## config.mk

```make
export PLATFORM = sky130hd
export DESIGN_NAME = rsc_ctrl
export DESIGN_NICKNAME = d
export VERILOG_FILES = /design/src/verilog/rsc_pkg.sv /design/src/verilog/rsc_ctrl.sv
export SDC_FILE = /design/constraint.sdc
export NUM_CORES = 1
export LEC_CHECK = 0
export BUFFER_PORTS_ARGS = -buffer_cell sky130_fd_sc_hd__buf_2
export CORE_ASPECT_RATIO = 1.4
export CORE_MARGIN = 5
export CORE_UTILIZATION = 25
export DETAILED_ROUTE_END_ITERATION = 6
export PLACE_DENSITY = 0.55
export SLEW_MARGIN = 20
export SYNTH_ARGS = -nofsm -noshare
export SYNTH_HDL_FRONTEND = slang
export SYNTH_SLANG_ARGS = --single-unit
export TNS_END_PERCENT = 5
```

## constraint.sdc

```tcl
create_clock -name ref_clk_in -period 3 [get_ports ref_clk_in]
set_input_delay 0.6 -clock ref_clk_in [delete_from_list [all_inputs] [get_ports ref_clk_in]]
set_output_delay 0.6 -clock ref_clk_in [all_outputs]
set_load 0.01 [all_outputs]
```

## src/verilog/rsc_pkg.sv

```systemverilog
// Constants, register map and state codes for the reset source controller.
package rsc_pkg;

  // Clock rate and start-up delay times.
  localparam int unsigned CLK_MHZ        = 40;
  localparam int unsigned TOUT_FAST_NS   = 150;
  localparam int unsigned TOUT_MID_US    = 4100;
  localparam int unsigned TOUT_LONG_US   = 65000;
  localparam int unsigned TOUT_XTAL_US   = 1000;
  localparam int unsigned TOUT_FAST_CYC  = (TOUT_FAST_NS * CLK_MHZ + 999) / 1000;
  localparam int unsigned TOUT_MID_CYC   = TOUT_MID_US * CLK_MHZ;
  localparam int unsigned TOUT_LONG_CYC  = TOUT_LONG_US * CLK_MHZ;
  localparam int unsigned TOUT_XTAL_CYC  = TOUT_XTAL_US * CLK_MHZ;
  localparam int unsigned CNT_W          = 24;

  // Register byte addresses.
  localparam logic [7:0] ADDR_STATUS     = 8'h00;
  localparam logic [7:0] ADDR_CTRL       = 8'h04;
  localparam logic [7:0] ADDR_STATE      = 8'h08;

  // Reset cause status fields.
  localparam int unsigned BIT_SUPPLY_UP  = 0;
  localparam int unsigned BIT_PIN        = 1;
  localparam int unsigned BIT_LOW_SUPPLY = 2;
  localparam int unsigned BIT_TIMEOUT    = 3;
  localparam int unsigned BIT_BUS        = 5;
  localparam logic [7:0] STATUS_MASK     = 8'h2F;
  localparam logic [7:0] POR_CLR_MASK    = 8'h2E;
  localparam logic [7:0] STATUS_RESET    = 8'h00;

  // Control register fields.
  localparam int unsigned CTRL_BG_BIT    = 0;
  localparam int unsigned CTRL_WDM_LSB   = 1;
  localparam logic [7:0] CTRL_MASK       = 8'h07;
  localparam logic [7:0] CTRL_RESET      = 8'h04;

  // Source vector positions after synchronisation.
  localparam int unsigned SRC_POR        = 0;
  localparam int unsigned SRC_PIN        = 1;
  localparam int unsigned SRC_LOW        = 2;
  localparam int unsigned SRC_TMO        = 3;
  localparam int unsigned SRC_BUS        = 4;
  localparam int unsigned SRC_N          = 5;

  localparam logic [2:0] LVL_OFF         = 3'b111;

  typedef enum logic [1:0] {
    WDM_OFF  = 2'b00,
    WDM_IRQ  = 2'b01,
    WDM_RST  = 2'b10,
    WDM_BOTH = 2'b11
  } rsc_wdm_t;

  typedef enum logic [1:0] {
    ST_HOLD  = 2'b00,
    ST_COUNT = 2'b01,
    ST_RUN   = 2'b10
  } rsc_state_t;

endpackage : rsc_pkg

```

## src/verilog/rsc_ctrl.sv

```systemverilog
// Reset source controller: cause gathering, start-up delay, cause flags and bandgap enable.
`timescale 1ns/1ps
module rsc_ctrl
  import rsc_pkg::*;
#(
  parameter int unsigned TOUT_MID_P  = TOUT_MID_CYC,
  parameter int unsigned TOUT_LONG_P = TOUT_LONG_CYC,
  parameter int unsigned TOUT_XTAL_P = TOUT_XTAL_CYC
) (
  // Clock and block reset.
  input  wire logic        ref_clk_in,
  input  wire logic        rst_n_in,
  // Reset causes.
  input  wire logic        supply_below_in,
  input  wire logic        pin_reset_n_in,
  input  wire logic        low_supply_below_in,
  input  wire logic        timeout_expire_in,
  input  wire logic        bus_reset_det_in,
  // Configuration settings.
  input  wire logic [2:0]  low_supply_level_sel_in,
  input  wire logic [1:0]  startup_time_sel_in,
  input  wire logic [3:0]  clock_source_sel_in,
  input  wire logic        bus_macro_en_in,
  input  wire logic        bus_reset_core_en_in,
  // Wishbone slave.
  input  wire logic        wb_cyc_in,
  input  wire logic        wb_stb_in,
  input  wire logic        wb_we_in,
  input  wire logic [7:0]  wb_adr_in,
  input  wire logic [3:0]  wb_sel_in,
  input  wire logic [31:0] wb_dat_in,
  output logic      [31:0] wb_dat_out,
  output logic             wb_ack_out,
  // Reset and analog controls.
  output logic             core_reset_out,
  output logic             io_reset_out,
  output logic             bus_macro_reset_out,
  output logic             timeout_irq_out,
  output logic             bandgap_en_out,
  output logic             low_supply_detector_en_out,
  output logic      [2:0]  low_supply_level_out
);

  logic [SRC_N-1:0] sync1_ff;
  logic [SRC_N-1:0] sync2_ff;
  logic             tmo_prev_ff;
  logic             tmo_pulse_ff;
  logic             tmo_armed_ff;
  logic             irq_ff;
  rsc_state_t       state_ff;
  rsc_state_t       nxt_state;
  logic [CNT_W-1:0] cnt_ff;
  logic [CNT_W-1:0] nxt_cnt;
  logic             core_reset_ff;
  logic             io_reset_ff;
  logic             bus_rst_ff;
  logic [7:0]       flags_ff;
  logic [7:0]       nxt_flags;
  logic [7:0]       ctrl_ff;
  logic             bg_ff;
  logic             det_en_ff;
  logic [2:0]       level_ff;
  logic             ack_ff;
  logic [31:0]      rdat_ff;

  // Asynchronous path: these sources force the reset flops without any clock edge.
  wire              det_en      = (low_supply_level_sel_in != LVL_OFF);
  wire              async_src_n = pin_reset_n_in & ~supply_below_in & ~(det_en & low_supply_below_in);
  wire              hold_rst_n  = rst_n_in & async_src_n;
  wire [SRC_N-1:0]  raw_src     = {bus_reset_det_in, timeout_expire_in, low_supply_below_in,
                                   ~pin_reset_n_in, supply_below_in};

  // Synchronised causes for the clocked logic.
  wire              por_s  = sync2_ff[SRC_POR];
  wire              pin_s  = sync2_ff[SRC_PIN];
  wire              low_s  = sync2_ff[SRC_LOW] & det_en;
  wire              bus_s  = sync2_ff[SRC_BUS] & bus_macro_en_in & bus_reset_core_en_in;
  wire              tmo_edge = sync2_ff[SRC_TMO] & ~tmo_prev_ff;
  wire              other_src = por_s | pin_s | low_s | tmo_pulse_ff;
  wire              any_src   = other_src | bus_s;

  // Watchdog mode; the time base itself lives on the watchdog's own oscillator.
  wire rsc_wdm_t    wdm      = rsc_wdm_t'(ctrl_ff[CTRL_WDM_LSB +: 2]);
  wire              tmo_rst  = tmo_edge & ((wdm == WDM_RST) | ((wdm == WDM_BOTH) & tmo_armed_ff));
  wire              tmo_irq  = tmo_edge & ((wdm == WDM_IRQ) | ((wdm == WDM_BOTH) & ~tmo_armed_ff));

  // Delay length from start-up and clock source selections.
  wire [CNT_W-1:0]  base_cyc = (startup_time_sel_in == 2'b00) ? CNT_W'(TOUT_FAST_CYC) :
                               (startup_time_sel_in == 2'b01) ? CNT_W'(TOUT_MID_P) :
                               CNT_W'(TOUT_LONG_P);
  wire [CNT_W-1:0]  xtal_cyc = clock_source_sel_in[0] ? CNT_W'(TOUT_XTAL_P) : '0;
  wire [CNT_W-1:0]  load_cyc = CNT_W'(base_cyc + xtal_cyc);

  // Bus decode.
  wire              wb_req   = wb_cyc_in & wb_stb_in;
  wire              wb_take  = wb_req & ~ack_ff;
  // Writes land on the edge at which the master sees ack, while its request still stands.
  wire              wr_lane0 = wb_req & ack_ff & wb_we_in & wb_sel_in[0];
  wire              hit_stat = (wb_adr_in == ADDR_STATUS);
  wire              hit_ctrl = (wb_adr_in == ADDR_CTRL);
  wire              hit_st   = (wb_adr_in == ADDR_STATE);
  wire              wr_stat  = wr_lane0 & hit_stat;
  wire              wr_ctrl  = wr_lane0 & hit_ctrl;
  wire [7:0]        state_rd = {3'b000, tmo_armed_ff, bus_rst_ff, core_reset_ff, state_ff};
  wire [7:0]        rd_byte  = hit_stat ? (flags_ff & STATUS_MASK) :
                               hit_ctrl ? (ctrl_ff & CTRL_MASK) :
                               hit_st   ? state_rd : 8'h00;

  // Flags: a hardware set beats a software clear; power-on clears the other causes.
  wire [7:0]        set_vec  = {2'b00, bus_s, 1'b0, tmo_pulse_ff, low_s, pin_s, por_s};
  wire [7:0]        sw_clr   = wr_stat ? ~wb_dat_in[7:0] : 8'h00;
  wire [7:0]        por_clr  = por_s ? POR_CLR_MASK : 8'h00;
  assign nxt_flags = (((flags_ff & ~sw_clr) | set_vec) & ~por_clr) & STATUS_MASK;

  always_ff @(posedge ref_clk_in or negedge rst_n_in) begin
    if (!rst_n_in) begin
      sync1_ff <= '0;
      sync2_ff <= '0;
    end else begin
      sync1_ff <= raw_src;
      sync2_ff <= sync1_ff;
    end
  end

  always_ff @(posedge ref_clk_in or negedge rst_n_in) begin
    if (!rst_n_in) begin
      tmo_prev_ff  <= 1'b0;
      tmo_pulse_ff <= 1'b0;
      irq_ff       <= 1'b0;
    end else begin
      tmo_prev_ff  <= sync2_ff[SRC_TMO];
      tmo_pulse_ff <= tmo_rst;
      irq_ff       <= tmo_irq;
    end
  end

  // In the combined mode the first expiry interrupts and the next one resets.
  always_ff @(posedge ref_clk_in or negedge rst_n_in) begin
    if (!rst_n_in) begin
      tmo_armed_ff <= 1'b0;
    end else if (wr_ctrl || core_reset_ff) begin
      tmo_armed_ff <= 1'b0;
    end else if (tmo_irq && wdm == WDM_BOTH) begin
      tmo_armed_ff <= 1'b1;
    end
  end

  always_comb begin
    nxt_state = state_ff;
    nxt_cnt   = cnt_ff;
    unique case (state_ff)
      ST_HOLD: begin
        nxt_cnt = load_cyc;
        if (!any_src) begin
          nxt_state = ST_COUNT;
        end
      end
      ST_COUNT: begin
        if (any_src) begin
          nxt_state = ST_HOLD;
        end else if (cnt_ff == '0) begin
          nxt_state = ST_RUN;
        end else begin
          nxt_cnt = cnt_ff - 1'b1;
        end
      end
      ST_RUN: begin
        if (any_src) begin
          nxt_state = ST_HOLD;
        end
      end
      default: begin
        nxt_state = ST_HOLD;
      end
    endcase
  end

  always_ff @(posedge ref_clk_in or negedge rst_n_in) begin
    if (!rst_n_in) begin
      state_ff <= ST_HOLD;
      cnt_ff   <= '0;
    end else begin
      state_ff <= nxt_state;
      cnt_ff   <= nxt_cnt;
    end
  end

  // Reset outputs assert with no clock when an asynchronous cause is present.
  always_ff @(posedge ref_clk_in or negedge hold_rst_n) begin
    if (!hold_rst_n) begin
      core_reset_ff <= 1'b1;
      io_reset_ff   <= 1'b1;
      bus_rst_ff    <= 1'b1;
    end else begin
      core_reset_ff <= (nxt_state != ST_RUN);
      io_reset_ff   <= any_src;
      bus_rst_ff    <= other_src;
    end
  end

  always_ff @(posedge ref_clk_in or negedge rst_n_in) begin
    if (!rst_n_in) begin
      flags_ff <= STATUS_RESET;
      ctrl_ff  <= CTRL_RESET;
    end else begin
      flags_ff <= nxt_flags;
      if (wr_ctrl) begin
        ctrl_ff <= wb_dat_in[7:0] & CTRL_MASK;
      end
    end
  end

  always_ff @(posedge ref_clk_in or negedge rst_n_in) begin
    if (!rst_n_in) begin
      bg_ff     <= 1'b0;
      det_en_ff <= 1'b0;
      level_ff  <= LVL_OFF;
    end else begin
      bg_ff     <= det_en | ctrl_ff[CTRL_BG_BIT];
      det_en_ff <= det_en;
      level_ff  <= low_supply_level_sel_in;
    end
  end

  // The answer comes one cycle after the request; ack drops the cycle after.
  always_ff @(posedge ref_clk_in or negedge rst_n_in) begin
    if (!rst_n_in) begin
      ack_ff  <= 1'b0;
      rdat_ff <= '0;
    end else begin
      ack_ff <= wb_take;
      if (wb_take) begin
        rdat_ff <= {24'h000000, rd_byte};
      end
    end
  end

  assign wb_dat_out                 = rdat_ff;
  assign wb_ack_out                 = ack_ff;
  assign core_reset_out             = core_reset_ff;
  assign io_reset_out               = io_reset_ff;
  assign bus_macro_reset_out        = bus_rst_ff;
  assign timeout_irq_out            = irq_ff;
  assign bandgap_en_out             = bg_ff;
  assign low_supply_detector_en_out = det_en_ff;
  assign low_supply_level_out       = level_ff;
endmodule : rsc_ctrl

```

# Word level (Yosys, flattened, before mapping)
# Index checks and enable logic that the tools add are counted.
# word_totals
register_bits	65
latchBits	0
n_memories	0
wordCells	97
mem_bits_ro	0
mem_bits_rw	0
output_inout_bits	42
input_bits	65
# classes
order_cmp	0
reduce_logical	9
div_mod_pow	0
shifts	0
bitwise_logic	38
addsub	2
n_mux	18
n_mul	0
n_eq_ne	12
# ops
cell	count
24-bit two-way mux	2
24-bit one-hot mux with 2 select lines	1
22-bit two-way mux	2
24-bit logical NOT	1
24-bit by 1-bit subtractor with 24-bit output (second input constant)	1
22-bit by 16-bit adder with 23-bit output	1
1-bit AND	19
6-bit two-way mux	3
6-bit NOT	3
16-bit two-way mux	1
6-bit AND	2
5-bit two-way mux	2
8-bit by 3-bit equality test with 1-bit output (second input constant)	1
8-bit by 4-bit equality test with 1-bit output (second input constant)	1
8-bit logical NOT	1
2-bit two-way mux	4
1-bit bitwise OR	7
2-bit by 1-bit equality test with 1-bit output (second input constant)	3
2-bit equality test (second input constant)	3
2-bit inequality test (second input constant)	3
1-bit NOT	6
6-bit bitwise OR	1
2-bit one-hot mux with 3 select lines	1
2-bit logical NOT	2
6 further kinds	8

# Logic depth before layout (Yosys ltp)
# depth
word_depth	10
depth_mapped	8
ltp_nobuf	7

# Worst setup path after synthesis
# Ideal clock, no wire load.
# synth_path
path_type	register to register
start	register cnt_ff[12]
end	register cnt_ff[21]
path_buffers	2
t_required_ps	2874
path_stages_with_launch	8
arrival_time_ps	2160
setup_ps	126
period_less_slack_ps	2286
setup_slack_ps	714
path_cell_list	dfrtp_1 -> buf_6 -> or4_4 -> buf_6 -> or3_1 -> a2111oi_2 -> mux2i_1 -> a221o_1
# synth_via
elab_chain_len	4
word_cells_on_any_way	7
cone_classes	add/sub (1); eq/ne (1); mux (3); reduce/logical (2)
# synth_rtl
element	line_no	source
from (decl)	rsc_ctrl.sv:52	logic [CNT_W-1:0] cnt_ff;
from (signal assigned)	rsc_ctrl.sv:184	cnt_ff <= nxt_cnt;
24-bit by 1-bit subtractor with 24-bit output	rsc_ctrl.sv:164	nxt_cnt = cnt_ff - 1'b1;
24-bit two-way mux	rsc_ctrl.sv:161	end else if (cnt_ff == '0) begin
24-bit two-way mux	rsc_ctrl.sv:159	if (any_src) begin
24-bit one-hot mux with 2 select lines	rsc_ctrl.sv:151	unique case (state_ff)
# Several ways; a longest one is shown, not always the timed one. The select of a mux whose other input is x is not followed.
# A chain may end at the register's enable or synchronous reset.

# Final worst setup path
# layout_path
start	register cnt_ff[2]
end	register cnt_ff[2]
# Same word-level chain as after synthesis.

==> summary.md <==
| Metric | Value |
|---|---|
| Post-synthesis cell count | 347 |
| Clk root buf | clkbuf_16 |
| Core box area | ~13000 um^2 |
| Largest delay share family, worst path | simple AND/OR/NAND/NOR gates |
| Number of gates resized after CTS | 0 |
| FF-to-FF path depth | 5 |
| Worst setup path category | reg2reg |
| Row cnt | 50 |
| Hold path endpoint | sync2_ff[3]$_DFF_PN0_ |
| WP data required | ~3.2 ns |
| Sink Count | 63 |
| Max-slew violation count | 0 |
| Peak per-stage delay on the critical path | a little over 0.7 ns |
| Syn Area/Cell | roughly 9.9 um^2 |
| Clock tree buffer depth | 2 |
| Syn Std Cell Area | 3430 um^2 |
| Detailed Place HPWL | 6.46 mm |
| Relative slew margins | 0.490 |
| Die footprint | 16200 um^2 |
| CP max-delay cell | or4_1 |
| Distinct cells, synth | 65 |
| Status | complete, no violations |
| Max-Cap Viols | 0 |
| Setup TNS | 0 ns |
| DRT Pass-1 Iters | 4 |
| # hold bufs at CTS | 0 |
| Hold Crit Start | sync1_ff[3]$_DFF_PN0_ |
| Initial core utilization | 0.255 |
| Startpoint Class | flip-flop |
| Min-Delay Path Class | reg2reg |
| Drt initial violations | between 200 and 250 |
| Post-synthesis sequential area ratio | 0.462 |
| H-tree depth | 3 |
| Pin count of the biggest net entering global routing | just over 60 |
| CTS tree | built |
| Most frequent cells in the layout | 56 x dfrtp_1, 47 x buf_2, 34 x nand2_1 |
| Final Hold Viols | 0 |
| Worst skew pair latency | between 0.3 and 0.4 ns |
| CP Data Arrival Time | a little under 3 ns |
| CTS buffer count | 9 |
| Reg-to-Reg End | cnt_ff[2]$_DFFE_PN0P_ |
| Async S/R FF share, synth | 1.00 |
| Synth Register Bits | 63 |
| Crit path buf inv count | 0 |
| Ant diodes | 0 |
| Placer Congestion | around 0.83 |
| Vias in the first global route | about 2.8k |
| Reg2Reg Setup Slack | 0.27 ns |
| Die width | ~110 um |
| IO Port Bufs | 47 |
| DRT antenna net count | 0 |
| Antenna violations before repair | 0 |
| Vias | 2857 |
| Worst VDD drop | around 0.2 mV |
| Average wire per standard cell | 15.0 um |
| Num ports | between 100 and 150 |
| Commonest non-fill, non-tap cell in the layout | dfrtp_1 |
| Reg2reg start | cnt_ff[2]$_DFFE_PN0P_ |
| Fmax | around 370 MHz |
| Die height | between 100 and 150 um |
| WHS | 0.345 ns |
| Post-synth EDFFs | 0 |
| GRT overflow | 0 |
| Crit-path cells | or4_4, or4_1, o21ai_2, o22ai_1, a221oi_1 |
| RSZ-0062 raised after global routing | false |
| Power per standard cell area | 542 nW/um^2 |
| Postcts setup bufs | 0 |
| Drt via density | between 4 and 5 |
| Fillcell total | ~1.4k |
| Number of setup violations in the final report | 0 |
| Fin crit share | 0.910 |
| Top FF cell, synth | dfrtp_1 |
| Area grow syn2layout | 19.3% |
| Gr usage total | 0.114 |
| DRC Markers | 0 |
| Leak pwr | about 1.8 nW |
| Layout cells sized above 1 | 0.257 |
| Hold Path Depth | 0 |
| CTS clk-pin slew, worst paths | 0.05 ns |
| First-pass GRT wire length | 14.4 mm |
| Crit Path Max Fanout | 7 |
| Fin crit period | between 2 and 3 ns |
| Layout Nets | roughly 470 |
| Worst Setup End Kind | flip-flop |
| Skew final | between 0.006 and 0.007 ns |
| Final WL | 8.87 mm |
| Worst-Margin Slew | ~0.75 ns |
| Synth Warn # | 0 |
cell families (layout without fill, tap and decap cells):
group / after synthesis / count (layout) / share of synthesized area
AOI/OAI and AO/OA: 87 / 87 / 0.176
xor gates and xnor gates: 4 / 4 / 0.0102
adders and majority gates: 6 / 6 / 0.0219
buffers and inverters: 55 / 91 / 0.0999
DFF: 63 / 63 / 0.462
muxes: 10 / 10 / 0.0313
other: 1 / 26 / 0.00109
and+or+nand+nor: 121 / 121 / 0.198
Yosys cell counts (4+ instances only):
cell      instances  area share
or2_2             4      0.0073
mux2i_1           4       0.012
or4_1             6       0.013
mux2_2            6       0.020
nor3_1            7       0.010
buf_4            26       0.057
o211ai_1          5       0.011
nand2_1          34       0.037
a21oi_1          18       0.026
nand4_1           6       0.011
dfstp_2           7       0.054
a211oi_1          4      0.0087
ha_1              6       0.022
o21ai_0          18       0.026
o311ai_0          4       0.010
nor4_1            9       0.016
nand3_1          13       0.019
buf_2             5      0.0073
and3_1            4      0.0073
a22oi_1           7       0.015
or3_1             4      0.0073
nor2_1           15       0.016
dfrtp_1          56        0.41
inv_1            15       0.016
area by class of cell:
type	instances	area (um^2)	share of cell area
Clock buffer	9	225	0.0550
Clock inverter	7	72.6	0.0177
Inverter	16	60.1	0.0147
Multi-Input combinational cell	254	1600	0.390
Sequential cell	63	1590	0.387
Tap cell	182	228	0.0556
Timing Repair Buffer	59	325	0.0794
stage by stage:
stage / power [mW] / worst slack, ns / cells / cell area, um^2 / utilization
floorplan: 1.13 / 0.714 / 372 / 3530 / -
global placement: 1.19 / 0.420 / 574 / 3800 / 0.282
detailed placement: 1.20 / 0.391 / 574 / 3800 / 0.282
CTS: 2.25 / 0.307 / 590 / 4100 / 0.304
global route: 2.32 / 0.162 / 590 / 4100 / 0.304
finish: 2.22 / 0.269 / 590 / 4100 / 0.304
where the power goes:
| group | switching, mW | total [mW] | leakage [nW] | internal [mW] |
|---|---|---|---|---|
| registers | 0.0410 | 0.933 | 0.783 | 0.892 |
| logic | 0.159 | 0.253 | 0.844 | 0.0941 |
| clock network | 0.391 | 1.03 | 0.142 | 0.644 |
| total | 0.591 | 2.22 | 1.77 | 1.63 |
state kept, by name, summed over array words and instances, names as in the netlist, 2 cells and up:
signal	flops
cnt_ff	24
ctrl_ff	3
low_supply_level_out	3
state_ff	2
sync1_ff	5
flags_ff	5
wb_dat_out	6
sync2_ff	5
worst register-to-register path: stages (launching register included):
cell	delay (ns)
dfrtp_1	0.44
or4_4	0.61
or4_1	0.71
o21ai_2	0.42
o22ai_1	0.13
a221oi_1	0.31
how the worst max path moves through the flow:
stage / startpoint / to / cells after the start
final: cnt_ff[2]$_DFFE_PN0P_ / cnt_ff[2]$_DFFE_PN0P_ / 5
after global routing: cnt_ff[2]$_DFFE_PN0P_ / cnt_ff[2]$_DFFE_PN0P_ / 5
after CTS: cnt_ff[2]$_DFFE_PN0P_ / cnt_ff[2]$_DFFE_PN0P_ / 5
after detailed placement: cnt_ff[2]$_DFFE_PN0P_ / cnt_ff[2]$_DFFE_PN0P_ / 5
after global placement: cnt_ff[2]$_DFFE_PN0P_ / cnt_ff[2]$_DFFE_PN0P_ / 5
after floorplan: cnt_ff[12]$_DFFE_PN0P_ / cnt_ff[21]$_DFFE_PN0P_ / 7
per-layer routing:
metal / part of all wire / vias up / GRT usage
met1: 0.39 / 1362 / 0.136
met4: 0.027 / 0 / 0.0569
met2: 0.50 / 126 / 0.188
li1: - / 1346 / -
met3: 0.083 / 23 / 0.0265
met5: 0 / - / 0
Power figures use the tool's default switching activity.
